===== src/core/timer16_pkg.sv =====
// shared constants for the 16-bit timer capture / interrupt register slice
package timer16_pkg;
   // address windows: port instructions reach 0x00..0x3F, data space adds 0x20
   localparam logic [7:0] IO_LAST_OFFSET = 8'h3F;
   localparam logic [7:0] DATA_SPACE_BIAS = 8'h20;
   localparam logic [7:0] DATA_SPACE_LAST = 8'h5F;
   // register offsets in the port window
   localparam logic [7:0] CAPTURE_LOW_OFS = 8'h26;
   localparam logic [7:0] CAPTURE_HIGH_OFS = 8'h27;
   localparam logic [7:0] COMPARE_B_LOW_OFS = 8'h28;
   localparam logic [7:0] COMPARE_B_HIGH_OFS = 8'h29;
   localparam logic [7:0] COMPARE_A_LOW_OFS = 8'h2A;
   localparam logic [7:0] COMPARE_A_HIGH_OFS = 8'h2B;
   localparam logic [7:0] COUNTER_LOW_OFS = 8'h2C;
   localparam logic [7:0] COUNTER_HIGH_OFS = 8'h2D;
   localparam logic [7:0] IRQ_FLAGS_OFS = 8'h38;
   localparam logic [7:0] IRQ_MASK_OFS = 8'h39;
   // bit positions shared by the mask and the flag register
   localparam int CAPTURE_BIT = 5;
   localparam int COMPARE_A_BIT = 4;
   localparam int COMPARE_B_BIT = 3;
   localparam int OVERFLOW_BIT = 2;
   // bits of the shared registers that this timer owns
   localparam logic [7:0] TIMER_BITS = 8'h3C;
   // reset values
   localparam logic [7:0] BYTE_RESET = 8'h00;
   localparam logic [15:0] WORD_RESET = 16'h0000;
   // counter ceiling for overflow in normal and clear-on-compare modes
   localparam logic [15:0] COUNTER_MAX = 16'hFFFF;
endpackage


===== src/core/capture_trigger.sv =====
`timescale 1ns/1ps
`default_nettype none
// synchronises the capture pin and the comparator output, picks one and
// turns the selected edge into a one-cycle capture event
module capture_trigger
(
   input wire logic clk,
   input wire logic rstn,
   input wire logic pin,
   input wire logic comparator,
   input wire logic use_comparator,
   input wire logic rising,
   input wire logic connected,
   output logic event_pulse
);
   import timer16_pkg::*;

   logic [1:0] pin_sync; // two-stage synchroniser for the pin
   logic [1:0] comp_sync; // two-stage synchroniser for the comparator
   logic level; // selected, synchronised trigger level
   logic level_prev; // one cycle older copy for edge detection

   // both sources are asynchronous to REF_CLK, so each gets two flops
   always_ff @(posedge clk or negedge rstn)
   begin
      if (!rstn)
      begin
         pin_sync <= 2'h0;
         comp_sync <= 2'h0;
      end
      else
      begin
         pin_sync <= {pin_sync[0], pin};
         comp_sync <= {comp_sync[0], comparator};
      end
   end

   // source select happens after the synchronisers, never before
   assign level = use_comparator ? comp_sync[1] : pin_sync[1];

   // history flop; a source switch may look like an edge, so software
   // should clear the capture flag after changing the source
   always_ff @(posedge clk or negedge rstn)
   begin
      if (!rstn)
         level_prev <= 1'b0;
      else
         level_prev <= level;
   end

   // rising when selected, falling otherwise; gated off while disconnected
   always_comb
   begin
      if (!connected)
         event_pulse = 1'b0;
      else if (rising)
         event_pulse = level && !level_prev;
      else
         event_pulse = !level && level_prev;
   end
endmodule
`default_nettype wire


===== src/core/timer16_capture_irq_regs.sv =====
// Behaviour
// - ports 0x00-0x3F, data space adds 0x20
// - capture event copies counter into capture register
// - comparator output may replace capture pin
// - capture register can serve as counter top
// - 16-bit accesses pass through temp high latch
// - one temp latch shared by all 16-bit registers
// - capture irq needs enable5, global, flag
// - compare-A irq needs enable4, global, flag
// - compare-B irq needs enable3, global, flag
// - overflow irq needs enable2, global, flag
// - capture event sets capture flag bit 5
// - capture-as-top modes set flag at top
// - flags clear when their vector executes
// - writing one clears flag, zero keeps
// - compare-A flag set after counter matches
// - compare-B flag set after counter matches
// - force-compare strobes never set match flags
// - overflow flag on overflow in normal/CLEAR_ON_COMPARE_MODE
// - edge select: zero falling, one rising
// - capture input disconnected while capture is top
`timescale 1ns/1ps
`default_nettype none
module timer16_capture_irq_regs
#(
   // waveform modes that use the capture register as top, one bit per mode
   parameter logic [15:0] CAPTURE_TOP_MODES = 16'h5500,
   // modes whose overflow fires at counter max (normal, clear-on-compare)
   parameter logic [15:0] OVERFLOW_AT_MAX_MODES = 16'h1011
)
(
   input wire logic REF_CLK,
   input wire logic RSTN,
   input wire logic IO_SPACE,
   input wire logic [7:0] ADDR,
   input wire logic WR_EN,
   input wire logic RD_EN,
   input wire logic [7:0] WDATA,
   output logic [7:0] RDATA,
   output logic READ_HIT,
   input wire logic [15:0] COUNTER_VALUE,
   input wire logic TIMER_TICK,
   input wire logic COUNTER_AT_TOP,
   input wire logic [15:0] COMPARE_A_VALUE,
   input wire logic [7:0] COMPARE_B_VALUE_LOW,
   input wire logic [3:0] WAVEFORM_MODE_SELECT,
   input wire logic CAPTURE_EDGE_SELECT,
   input wire logic CAPTURE_FROM_COMPARATOR,
   input wire logic CAPTURE_INPUT_PIN,
   input wire logic COMPARATOR_OUT,
   input wire logic FORCE_COMPARE_A_STROBE,
   input wire logic FORCE_COMPARE_B_STROBE,
   input wire logic GLOBAL_IRQ_ENABLE,
   input wire logic ACK_CAPTURE,
   input wire logic ACK_COMPARE_A,
   input wire logic ACK_COMPARE_B,
   input wire logic ACK_OVERFLOW,
   output logic IRQ_CAPTURE,
   output logic IRQ_COMPARE_A,
   output logic IRQ_COMPARE_B,
   output logic IRQ_OVERFLOW,
   output logic [15:0] CAPTURE_VALUE,
   output logic CAPTURE_IS_TOP,
   output logic [7:0] COMPARE_B_VALUE_HIGH,
   output logic [7:0] TEMP_HIGH
);
   import timer16_pkg::*;

   // normal mode (0) counts free and can never take the capture value as top
   if (CAPTURE_TOP_MODES[0])
   begin
      $error("mode 0 cannot use the capture register as top");
   end

   // folds both address spaces onto one port offset; msb flags a hit
   function automatic logic [8:0] map_offset(input logic io,
                                             input logic [7:0] a);
      logic [8:0] r;
      r = 9'h000;
      if (io)
      begin
         if (a <= IO_LAST_OFFSET)
            r = {1'b1, a};
      end
      else if (a >= DATA_SPACE_BIAS && a <= DATA_SPACE_LAST)
         r = {1'b1, 8'(a - DATA_SPACE_BIAS)};
      return r;
   endfunction

   // a compare match counts only on a timer clock tick
   function automatic logic match(input logic tick,
                                  input logic [15:0] count,
                                  input logic [15:0] value);
      return tick && (count == value);
   endfunction

   logic [8:0] mapped; // hit flag and folded offset
   logic [7:0] offset; // offset within the port window
   logic in_window; // address falls in one of the windows
   logic [7:0] capture_value; // low byte of the capture register
   logic [15:0] capture_reg; // capture register contents
   logic [7:0] temp; // shared high byte latch
   logic [7:0] compare_b_high; // upper byte of compare value B
   logic [7:0] mask; // interrupt enables, owned bits only
   logic [7:0] flags; // interrupt flags, owned bits only
   logic [7:0] set_vec; // hardware events this cycle
   logic [7:0] clr_vec; // software and acknowledge clears this cycle
   logic capture_event; // qualified edge on the capture source
   logic capture_is_top; // current mode uses capture as top
   logic overflow_at_max; // current mode overflows at counter max
   logic wr_flags; // write strobe to the flag register
   logic wr_mask; // write strobe to the mask register

   assign capture_value = capture_reg[7:0];
   assign mapped = map_offset(IO_SPACE, ADDR);
   assign in_window = mapped[8];
   assign offset = mapped[7:0];
   assign wr_flags = WR_EN && in_window && offset == IRQ_FLAGS_OFS;
   assign wr_mask = WR_EN && in_window && offset == IRQ_MASK_OFS;

   // mode lookups; the full mode table lives with the counter unit
   assign capture_is_top = CAPTURE_TOP_MODES[WAVEFORM_MODE_SELECT];
   assign overflow_at_max = OVERFLOW_AT_MAX_MODES[WAVEFORM_MODE_SELECT];

   // edge detection and source choice; pin is cut off while capture is top
   capture_trigger trigger
   (
      .clk(REF_CLK),
      .rstn(RSTN),
      .pin(CAPTURE_INPUT_PIN),
      .comparator(COMPARATOR_OUT),
      .use_comparator(CAPTURE_FROM_COMPARATOR),
      .rising(CAPTURE_EDGE_SELECT),
      .connected(!capture_is_top),
      .event_pulse(capture_event)
   );

   // capture register: an event wins over a cpu write in the same cycle,
   // since losing a timestamp is worse than losing a top reprogram
   always_ff @(posedge REF_CLK or negedge RSTN)
   begin
      if (!RSTN)
         capture_reg <= WORD_RESET;
      else if (capture_event)
         capture_reg <= COUNTER_VALUE;
      else if (WR_EN && in_window && offset == CAPTURE_LOW_OFS)
         capture_reg <= {temp, WDATA};
   end

   // temp latch: any high byte write parks the byte; low byte reads of
   // the capture and counter registers snapshot their upper half
   always_ff @(posedge REF_CLK or negedge RSTN)
   begin
      if (!RSTN)
         temp <= BYTE_RESET;
      else if (WR_EN && in_window &&
               (offset == CAPTURE_HIGH_OFS || offset == COMPARE_B_HIGH_OFS ||
                offset == COMPARE_A_HIGH_OFS || offset == COUNTER_HIGH_OFS))
         temp <= WDATA;
      else if (RD_EN && in_window && offset == CAPTURE_LOW_OFS)
         temp <= capture_reg[15:8];
      else if (RD_EN && in_window && offset == COUNTER_LOW_OFS)
         temp <= COUNTER_VALUE[15:8];
   end

   // compare B upper byte commits from temp when the low byte is written
   always_ff @(posedge REF_CLK or negedge RSTN)
   begin
      if (!RSTN)
         compare_b_high <= BYTE_RESET;
      else if (WR_EN && in_window && offset == COMPARE_B_LOW_OFS)
         compare_b_high <= temp;
   end

   // mask register keeps only this timer's bits
   always_ff @(posedge REF_CLK or negedge RSTN)
   begin
      if (!RSTN)
         mask <= BYTE_RESET;
      else if (wr_mask)
         mask <= WDATA & TIMER_BITS;
   end

   // hardware set sources; force strobes are deliberately not inputs here
   always_comb
   begin
      set_vec = BYTE_RESET;
      if (capture_is_top)
         set_vec[CAPTURE_BIT] = TIMER_TICK && COUNTER_AT_TOP;
      else
         set_vec[CAPTURE_BIT] = capture_event;
      // the flag rises on the edge that ends the matching timer cycle
      set_vec[COMPARE_A_BIT] =
         match(TIMER_TICK, COUNTER_VALUE, COMPARE_A_VALUE);
      set_vec[COMPARE_B_BIT] = match(TIMER_TICK, COUNTER_VALUE,
         {compare_b_high, COMPARE_B_VALUE_LOW});
      if (overflow_at_max)
         set_vec[OVERFLOW_BIT] =
            TIMER_TICK && COUNTER_VALUE == COUNTER_MAX;
      else
         set_vec[OVERFLOW_BIT] = TIMER_TICK && COUNTER_AT_TOP;
   end

   // clear sources: write-one-to-clear and vector acknowledges
   always_comb
   begin
      clr_vec = wr_flags ? WDATA : BYTE_RESET;
      if (ACK_CAPTURE)
         clr_vec[CAPTURE_BIT] = 1'b1;
      if (ACK_COMPARE_A)
         clr_vec[COMPARE_A_BIT] = 1'b1;
      if (ACK_COMPARE_B)
         clr_vec[COMPARE_B_BIT] = 1'b1;
      if (ACK_OVERFLOW)
         clr_vec[OVERFLOW_BIT] = 1'b1;
   end

   // flags: a set in the same cycle as a clear survives
   always_ff @(posedge REF_CLK or negedge RSTN)
   begin
      if (!RSTN)
         flags <= BYTE_RESET;
      else
         flags <= ((flags & ~clr_vec) | set_vec) & TIMER_BITS;
   end

   // interrupt requests, combinational so they drop with the flag
   assign IRQ_CAPTURE = GLOBAL_IRQ_ENABLE && mask[CAPTURE_BIT] &&
                        flags[CAPTURE_BIT];
   assign IRQ_COMPARE_A = GLOBAL_IRQ_ENABLE && mask[COMPARE_A_BIT] &&
                          flags[COMPARE_A_BIT];
   assign IRQ_COMPARE_B = GLOBAL_IRQ_ENABLE && mask[COMPARE_B_BIT] &&
                          flags[COMPARE_B_BIT];
   assign IRQ_OVERFLOW = GLOBAL_IRQ_ENABLE && mask[OVERFLOW_BIT] &&
                         flags[OVERFLOW_BIT];

   // read path, registered; other offsets answer zero with no hit
   always_ff @(posedge REF_CLK or negedge RSTN)
   begin
      if (!RSTN)
      begin
         RDATA <= BYTE_RESET;
         READ_HIT <= 1'b0;
      end
      else if (RD_EN && in_window)
      begin
         READ_HIT <= 1'b1;
         unique case (offset)
            CAPTURE_LOW_OFS: RDATA <= capture_value;
            CAPTURE_HIGH_OFS: RDATA <= temp;
            COMPARE_B_HIGH_OFS: RDATA <= compare_b_high;
            IRQ_FLAGS_OFS: RDATA <= flags;
            IRQ_MASK_OFS: RDATA <= mask;
            default:
            begin
               RDATA <= BYTE_RESET;
               READ_HIT <= 1'b0;
            end
         endcase
      end
      else
      begin
         RDATA <= BYTE_RESET;
         READ_HIT <= 1'b0;
      end
   end

   assign CAPTURE_VALUE = capture_reg;
   assign CAPTURE_IS_TOP = capture_is_top;
   assign COMPARE_B_VALUE_HIGH = compare_b_high;
   assign TEMP_HIGH = temp;
endmodule
`default_nettype wire


===== config.mk =====
export PLATFORM = sky130hd
export DESIGN_NAME = timer16_capture_irq_regs
export DESIGN_NICKNAME = d
export VERILOG_FILES = /design/src/core/timer16_pkg.sv /design/src/core/capture_trigger.sv /design/src/core/timer16_capture_irq_regs.sv
export SDC_FILE = /design/constraint.sdc
export NUM_CORES = 1
export LEC_CHECK = 0
export BUFFER_PORTS_ARGS = -buffer_cell sky130_fd_sc_hd__buf_2
export CAP_MARGIN = 40
export CORE_MARGIN = 2
export CORE_UTILIZATION = 45
export DETAILED_ROUTE_END_ITERATION = 8
export PLACE_DENSITY = 0.78
export SYNTH_ARGS = -nofsm -noshare
export SYNTH_HDL_FRONTEND = slang
export SYNTH_HIERARCHICAL = 1
export SYNTH_SLANG_ARGS = --single-unit

===== constraint.sdc =====
create_clock -name REF_CLK -period 2.9 [get_ports REF_CLK]
set_input_delay 0.58 -clock REF_CLK [delete_from_list [all_inputs] [get_ports REF_CLK]]
set_output_delay 0.58 -clock REF_CLK [all_outputs]
set_load 0.01 [all_outputs]

Word level (Yosys, flattened, before mapping)
Memory sizes are Yosys's and may differ from the RTL's.
Cells that the tools add are included.

word-level totals
  register bits = 54
  ROM bits = 32
  word-level logic and storage cells = 88
  memories kept = 2

memory list
  memory           depth  bits a word  rd ports  clocked after Yosys merged registers in  write ports  line                             source
  (no name shown)  16     1            1         0                                        0            timer16_capture_irq_regs.sv:123  assign overflow_at_max = OVERFLOW_AT_MAX_MODES[WAVEFORM_MODE_SELECT];
  (no name shown)  16     1            1         0                                        0            timer16_capture_irq_regs.sv:122  assign capture_is_top = CAPTURE_TOP_MODES[WAVEFORM_MODE_SELECT];

cells by class
  $add $sub $neg = 1
  magnitude comparators = 4
  equal/unequal tests = 12
  multiplexer cells = 24
  bitwise operators = 3
  reduce and logical (&&, ||, !) cells = 32

operators by type and width
  kind                                                                                  number
  8-bit by 6-bit equality test with 1-bit output (second input constant)                9
  8-bit one-hot mux with 5 select lines                                                 1
  16-bit equality test                                                                  2
  16-bit two-way mux                                                                    2
  8-bit two-way mux                                                                     4
  9-bit two-way mux                                                                     3
  1-bit logical AND                                                                     24
  16-bit equality test (second input constant)                                          1
  1-bit two-way mux                                                                     13
  8-bit by 6-bit greater-or-equal comparator with 1-bit output (second input constant)  1
  8-bit by 6-bit <= comparator with 1-bit output (second input constant)                1
  8-bit by 7-bit <= comparator with 1-bit output (second input constant)                1
  8-bit by 6-bit subtractor with 8-bit output (second input constant)                   1
  6-bit AND                                                                             1
  6-bit two-way mux                                                                     1
  6-bit inverter                                                                        1
  6-bit bitwise OR                                                                      1
  4-bit by 5-bit less-than comparator with 1-bit output (second input constant)         1
  5-bit OR reduction                                                                    1
  1-bit logical OR                                                                      3
  3-bit nonzero test                                                                    1
  1-bit logical NOT                                                                     2
  2-bit nonzero test                                                                    1

Depth between registers and ports, before layout
Gate-level depths: netlist of the first run.

  word-level depth = 11
  mapped depth = 9
  depth with buffers taken out = 7

By module
The synthesis of the first run kept the hierarchy.

modules (own cells, without submodules)
  module                    times used  cells an instance  area an instance (um2)
  timer16_capture_irq_regs  1           305                2999.1
  capture_trigger           1           9                  165.2

Worst setup path after synthesis of the first run
Ideal clock, no wire load.

  kind = input-to-reg
  start point = input port WAVEFORM_MODE_SELECT[3]
  end point = register capture_reg[10] (netlist: CAPTURE_VALUE[10])
  arrival time = 2.167 ns
  data required time = 2.768 ns
  setup slack = 0.601 ns
  stages on the path = 8
  buffers on the path = 2
  path through = nor2b_1 -> inv_1 -> nand3b_1 -> mux2i_1 -> clkbuf_1 -> clkbuf_1 -> mux2i_1 -> o21ai_1

between the ends
  longest elaborated chain between the ends = 4

RTL lines
  item                                                      line                             source
  from (decl)                                               timer16_capture_irq_regs.sv:46   input wire logic [3:0] WAVEFORM_MODE_SELECT,
  memory 16 x 1 bit *                                       n/a
  1-bit two-way mux (not written as such) *                 timer16_capture_irq_regs.sv:122
  1-bit two-way mux *                                       capture_trigger.sv:54            if (!connected)
  net capture_event                                         timer16_capture_irq_regs.sv:108  logic capture_event;
  16-bit two-way mux or 2-bit nonzero test (tied branches)  n/a
  to (signal assigned)                                      timer16_capture_irq_regs.sv:147  capture_reg <= {temp, WDATA};
  to (decl)                                                 timer16_capture_irq_regs.sv:101  logic [15:0] capture_reg;

The timed path passes the listed nets; every way through them passes the cells marked *. The select of a mux whose other input is x is not followed.
A chain may end at the register's enable or synchronous reset.

Worst setup path after layout of the first run
  start point = input port ADDR[5]
  end point = register mask[3]

between the ends
  longest elaborated chain between the ends = 6

RTL lines
  item                                                                                                                            line                             source
  from (decl)                                                                                                                     timer16_capture_irq_regs.sv:35   input wire logic [7:0] ADDR,
  8-bit by 6-bit greater-or-equal comparator with 1-bit output or 8-bit by 7-bit <= comparator with 1-bit output (tied branches)  timer16_capture_irq_regs.sv:85   else if (a >= DATA_SPACE_BIAS && a <= DATA_SPACE_LAST)
  1-bit logical AND                                                                                                               timer16_capture_irq_regs.sv:85
  9-bit two-way mux                                                                                                               timer16_capture_irq_regs.sv:85
  9-bit two-way mux *                                                                                                             timer16_capture_irq_regs.sv:80   if (io)
  8-bit by 6-bit equality test with 1-bit output or 1-bit logical AND (tied branches)                                             timer16_capture_irq_regs.sv:119  assign wr_mask = WR_EN && in_window && offset == IRQ_MASK_OFS;
  1-bit logical AND *                                                                                                             timer16_capture_irq_regs.sv:119
  to (signal assigned)                                                                                                            timer16_capture_irq_regs.sv:181  mask <= WDATA & TIMER_BITS;
  to (decl)                                                                                                                       timer16_capture_irq_regs.sv:104  logic [7:0] mask;

Mark *: on every way between the ends. The rest lies on a longest branch, timed or not.

==> key figures, run 1 <==
Run status
  – Status: finished, final reports clean

Floorplan
  – Initial Util: 0.466
  – Die Footprint: 7720 µm²
  – Die W: 87.9 µm
  – Core Box Area: 6790 µm²
  – Die height: 87.9 µm
  – I/O pins: 124
  – Row cnt: 30

Worst setup path
  – CP Capture Type: flop
  – Critical Path Start: ADDR[5]
  – Reg2Reg Launch Point: trigger/pin_sync[1]
  – Worst-path maximum fanout: 6
  – Worst setup SP type: primary input
  – R2r worst-path depth: 5
  – Critical path data arrival time: 2.43 ns
  – WS Path Type: in2reg
  – Crit path to: mask[3]
  – Reg2reg end: CAPTURE_VALUE[4]
  – Slack of the worst reg-to-reg path: 1.06 ns
  – CP required: 3.11 ns

Cells and area
  – Most common cell after layout, fill and taps aside: buf_2
  – Layout overhead on the synthesized area: 27.2%
  – Share of cells above drive strength 1: 0.369
  – # nets final: 520
  – Final std cells w/o fill: 538
  – Final core occ: 0.593
  – Commonest non-fill, non-tap cells in the layout: 121 x buf_2, 54 x dfrtp_1, 33 x xnor2_1, 29 x nand2_1, 23 x a21oi_1
  – Final instance area: 4030 µm²
  – # diodes: 0

CTS
  – Hold_buf cts: 0
  – CTS sink count: 54
  – CTS tree: yes
  – Postcts setup bufs: 0
  – Worst-path clk slew: 0.10 ns
  – H-tree depth: 2
  – TritonCTS Buffers: 5
  – Clock buffer depth: 2
  – Root buf cell: clkbuf_8
  – Clk_lat worst skew: 0.31 ns
  – CTS resizes: 0

Power and ir drop
  – Cell leakage power: 1.92 nW
  – Worst vdd ir: 259 µV
  – Cell Pwr Density: 462 nW/µm²

Synth
  – Post-Syn Area: 3160 µm²
  – Post-Syn Area per Cell: 10.1 µm²
  – Top FF cell, synth: dfrtp_1
  – Ys async rst share: 1.00
  – Gate Count Post-Synth: 314
  – Sequential area share after synthesis: 0.427
  – Net count after synthesis: 393
  – Cell variety after synth: 49
  – EDFF count, synth: 0
  – Yosys reg bits: 54
  – Syn. warnings: 6

Global route
  – Global-route wire length before repair: 15.1 mm
  – Largest net degree at the start of global routing: 55
  – Vias in the first global route: 2954
  – GR Overflow Total: 0
  – Initial antenna violation count: 0
  – GRT Util Overall: 0.255

Timing
  – Period utilization: 0.768
  – Setup slack after layout: 0.672 ns
  – Final Max Slew Viols: 0
  – RSZ-0062 raised after global routing: no
  – Max Fclk: 449 MHz
  – Final setup vio count: 0
  – Hold Vio Cnt, Final: 0
  – Skew final: 0.00697 ns
  – Slew Limit Headroom: 0.484
  – Worst-Margin Slew: 0.764 ns
  – Fin Setup TNS: 0 ns
  – Crit path time final: 2.23 ns

Detailed routing
  – First-pass iteration count of the detailed router: 5
  – DR WL/cell: 18.0 µm
  – Drc violations: 0
  – Initial drt markers: 159
  – Via density: 5.70
  – Routed WL: 9.67 mm
  – Antenna-violating nets left: 0
  – Via count: 3069

Placed design
  – HPWL after DPL: 7.50 mm
  – Port bufs: 121
  – Routability cong.: 0.918
  – Placed cells: 530
  – Placement Setup Slack: 0.340 ns
  – Placed cell areas: 3930 µm²

Run
  – Max_cap viols: 0

Min path
  – HP Class: reg2reg
## cell families (layout without fill, tap and decap cells)
kind of cell    Yosys count  after routing  share of synthesized area
fa+ha+maj                 1              1                    0.00395
xor+xnor                 34             34                     0.0941
mux                      42             42                      0.142
buf+inv                  19            147                     0.0249
compound gates           75             75                      0.146
flops                    54             54                      0.427
simple gates             89             89                      0.162
## final cells by class
class,count,area [µm²]
clock buffers,6,82.6
clock inverters,2,12.5
fillers,610,2770
inverters,7,26.3
multi-input cells,241,1750
flip-flops and latches,54,1350
well taps,96,120
repair buffers,132,688
## worst max-delay path, cell delays in order
cell	delay, ns
buf_2	0.13
inv_1	0.05
ha_1	0.26
nand3b_1	0.11
o31a_1	0.36
nor4_2	0.54
mux2_2	0.40
## metrics by stage
step | hold slack, ns | power [mW]
after floorplan | 0.284 | 1.17
after global placement | 0.336 | 1.40
after detailed placement | 0.335 | 1.42
after CTS | 0.357 | 1.85
after global routing | 0.368 | 1.96
final | 0.357 | 1.86
## sequential cells by signal, indices dropped and copies added (netlist names)
signal and count:
CAPTURE_VALUE 16, COMPARE_B_VALUE_HIGH 8, RDATA 8, READ_HIT 1, TEMP_HIGH 8, flags 4
mask 4, trigger/comp_sync 2, trigger/level_prev 1, trigger/pin_sync 2
## cells in the mapped netlist, types with 3 or more instances
master / n / area, µm²
nand4_1: 10 / 62.6
buf_2: 3 / 15.0
a22o_1: 8 / 70.1
a21oi_1: 23 / 115
mux2_2: 12 / 135
o21ai_1: 14 / 70.1
o22ai_1: 8 / 50.1
a22oi_1: 4 / 30.0
nor2_1: 10 / 37.5
dfrtp_1: 54 / 1350
nor4_1: 3 / 18.8
nor2b_1: 4 / 25.0
mux2i_1: 21 / 210
mux2_1: 8 / 90.1
nand3b_1: 4 / 30.0
and3_1: 5 / 31.3
clkbuf_1: 6 / 22.5
nand3_1: 4 / 20.0
xnor2_1: 33 / 289
o21ai_0: 9 / 45.0
inv_1: 7 / 26.3
nand2_1: 29 / 109
## report_power, final
part / total, mW / switching, mW / internal, mW
Combinational: 0.479 / 0.260 / 0.219
Clock: 0.448 / 0.255 / 0.193
Sequential: 0.933 / 0.0944 / 0.838
## worst min path at each step
| stage | startpoint | end | cells past startpoint |
|---|---|---|---|
| finish | trigger/pin_sync[0] | trigger/pin_sync[1] | 0 |
| global route | COMPARATOR_OUT | trigger/comp_sync[0] | 1 |
| CTS | trigger/pin_sync[0] | trigger/pin_sync[1] | 0 |
| detailed placement | trigger/pin_sync[0] | trigger/pin_sync[1] | 0 |
| global placement | trigger/comp_sync[0] | trigger/comp_sync[1] | 0 |
| floorplan | RSTN | CAPTURE_VALUE[0] | 0 |
## layer usage
metal	share of wire	global-route usage	wire length (µm)	up-vias
met5	0	0	0	-
met4	0.024	0.0881	229	0
met3	0.077	0.0443	741	28
met2	0.49	0.417	4760	164
met1	0.41	0.343	3940	1473
li1	-	-	-	1404
No activity file was read; power rests on OpenSTA's default activity.
==> run 2, diff against run 1 <==
==> constraint.sdc (replaced) <==
create_clock -name REF_CLK -period 2.31 [get_ports REF_CLK]
set_input_delay 0.462 -clock REF_CLK [delete_from_list [all_inputs] [get_ports REF_CLK]]
set_output_delay 0.462 -clock REF_CLK [all_outputs]
set_load 0.01 [all_outputs]
==> run 2 against run 1 <==
Effect of this change: count of clock-buffer cells in the layout unchanged; clock power rose by 52%; sequential share of layout area fell by 1.1 points; highest routed layer unchanged; core utilization rose by 2.0 points; critical endpoint is now TEMP_HIGH[3].
==> key figures, run 2 (synthesized netlist as in run 1, its figures left out) <==
Global route
  – Largest net degree at the start of global routing: 29 (-47%)
  – GR Overflow Total: 0 (unchanged)
  – Initial antenna violation count: 0 (unchanged)
  – Busiest layer in global routing: met2
  – GRT Util Overall: 0.259 (+0.00360)
  – Global-route wire length before repair: 15.1 mm (-0.37%)
  – Met3 usage: 0.0462 (+0.00189)
  – Met2 usage: 0.421 (+0.00344)
  – Met1 Track Usage GR: 0.342 (-0.000833)
  – Vias in the first global route: 2957 (+0.10%)

Cells and area
  – Most common cell after layout, fill and taps aside: buf_2
  – # nets final: 533 (+2.5%)
  – Final std cells w/o fill: 551 (+2.4%)
  – Register area: 1350 µm² (unchanged)
  – Fill cells: 586 (-3.9%)
  – Multi-input gate area: 1750 µm² (unchanged)
  – Layout overhead on the synthesized area: 31.5%
  – # diodes: 0 (unchanged)
  – Commonest non-fill, non-tap cells in the layout: 122 x buf_2, 54 x dfrtp_1, 33 x xnor2_1, 29 x nand2_1, 23 x a21oi_1
  – Share of cells above drive strength 1: 0.387 (+0.0180)
  – Final core occ: 0.612 (+0.0197)
  – Max reg flops: 16 (unchanged)

Placed design
  – HPWL after DPL: 7.88 mm (+5.2%)
  – Routability cong.: 0.888 (-3.3%)
  – Placement Setup Slack: -0.0319 ns (-0.372 ns)
  – Port bufs: 121 (unchanged)
  – Placed cells: 543 (+2.5%)

Run status
  – Status: finished, final reports clean

Floorplan
  – Initial Util: 0.466 (unchanged)
  – Die height: 87.9 µm (unchanged)
  – Core Box Area: 6790 µm² (unchanged)
  – Die Footprint: 7720 µm² (unchanged)
  – Die W: 87.9 µm (unchanged)
  – I/O pins: 124 (unchanged)
  – Row cnt: 30 (unchanged)

Detailed routing
  – Antenna-violating nets left: 0 (unchanged)
  – Via density: 5.62 (-1.5%)
  – Routed WL: 9.88 mm (+2.2%)
  – First-pass iteration count of the detailed router: 5 (unchanged)
  – Initial drt markers: 272 (+71%)
  – Drc violations: 0 (unchanged)
  – Via count: 3095 (+0.85%)
  – DR WL/cell: 17.9 µm (-0.20%)

Power and ir drop
  – Net Sw Power: 775 µW (+27%)
  – Clk network pwr share: 0.276 (+0.035)
  – Seq pwr share: 0.473 (-0.029)
  – Comb pwr share: 0.251 (-0.007)
  – Worst vdd ir: 322 µV (+24%)
  – Cell Pwr Density: 594 nW/µm² (+29%)
  – Cell leakage power: 2.01 nW (+4.4%)
  – P_int: 1.70 mW (+36%)
  – Sw Share: 0.314 (-0.0143)

Timing
  – Setup slack after layout: 0.294 ns (-0.378 ns)
  – Worst-Margin Slew: 0.643 ns (-0.121 ns)
  – Final setup vio count: 0 (unchanged)
  – Max Fclk: 496 MHz
  – Slew Limit Headroom: 0.571 (+0.0879)
  – Skew final: 0.00513 ns (-0.00183 ns)
  – RSZ-0062 raised after global routing: no
  – Crit path time final: 2.02 ns
  – Final Max Slew Viols: 0 (unchanged)
  – Hold Vio Cnt, Final: 0 (unchanged)
  – Period utilization: 0.873

Run
  – Max_cap viols: 0 (unchanged)

CTS
  – TritonCTS Buffers: 5 (unchanged)
  – CTS sink count: 54 (unchanged)
  – CTS tree: yes
  – Root buf cell: clkbuf_8
  – Worst-path clk slew: 0.10 ns (about the same)
  – Clock buffer depth: 2 (unchanged)
  – Clk_lat worst skew: 0.31 ns (about the same)
  – H-tree depth: 2 (unchanged)
  – Hold_buf cts: 0 (unchanged)
  – Postcts setup bufs: 0 (unchanged)
  – CTS resizes: 0 (unchanged)

Worst setup path
  – CP required: 2.51 ns (-0.60 ns)
  – Reg2Reg Launch Point: trigger/pin_sync[1]
  – Worst-path maximum fanout: 8 (+2)
  – Worst setup SP type: primary input
  – Critical Path Start: ADDR[5]
  – CP Capture Type: flop
  – WS Path Type: in2reg
  – Critical path data arrival time: 2.22 ns (-0.21 ns)

Min path
  – HP Class: in2async
## run 2: final timing paths
kind	end	slack [ns]	cells past startpoint
worst max-delay path	TEMP_HIGH[3]	0.29	8
worst min-delay path	TEMP_HIGH[7]	0.16	1
worst max register to register	CAPTURE_VALUE[4]	0.64	5
worst min register to register	trigger/comp_sync[1]	0.37	0
max in group asynchronous	COMPARE_B_VALUE_HIGH[5]	1.57	2
min in group REF_CLK	trigger/comp_sync[0]	0.25	1
## run 2: per-layer routing
| layer | wire length [µm] | share of wire | vias up |
|---|---|---|---|
| met5 | 0 | 0 | - |
| met4 | 254 | 0.026 | 0 |
| met3 | 742 | 0.075 | 23 |
| met2 | 4810 | 0.49 | 172 |
| met1 | 4070 | 0.41 | 1471 |
| li1 | - | - | 1429 |
## run 2: power groups by stage
| stage | clock network [mW] | logic (mW) | registers (mW) |
|---|---|---|---|
| after floorplan | 0 | 0.264 | 1.20 |
| after global placement | 0 | 0.596 | 1.18 |
| after detailed placement | 0 | 0.617 | 1.18 |
| after CTS | 0.689 | 0.621 | 1.17 |
| after global routing | 0.723 | 0.678 | 1.19 |
| final | 0.682 | 0.620 | 1.17 |
## run 2: area by class of cell
| type | count | area share |
|---|---|---|
| repair buffers | 145 | 0.191 |
| clock buffers | 6 | 0.0198 |
| flip-flops and latches | 54 | 0.325 |
| clock inverters | 2 | 0.00932 |
| well taps | 96 | 0.0289 |
| inverters | 7 | 0.00632 |
| multi-input cells | 241 | 0.420 |
## run 2: metrics by stage
stage | cell area [µm²] | power (mW) | hold slack, ns | TNS [ns]
finish | 4160 | 2.47 | 0.162 | 0
global placement | 4030 | 1.77 | 0.337 | 0
floorplan | 3160 | 1.46 | 0.166 | 0
CTS | 4160 | 2.48 | 0.171 | 0
detailed placement | 4040 | 1.80 | 0.343 | -0.207
global route | 4160 | 2.59 | 0.207 | 0
## run 2: worst max-delay path, stage by stage
cell      delay, ns
buf_2          0.10
inv_1          0.04
ha_1           0.27
nand3b_1       0.10
o31a_1         0.36
nor4_4         0.30
buf_4          0.23
mux2_2         0.36
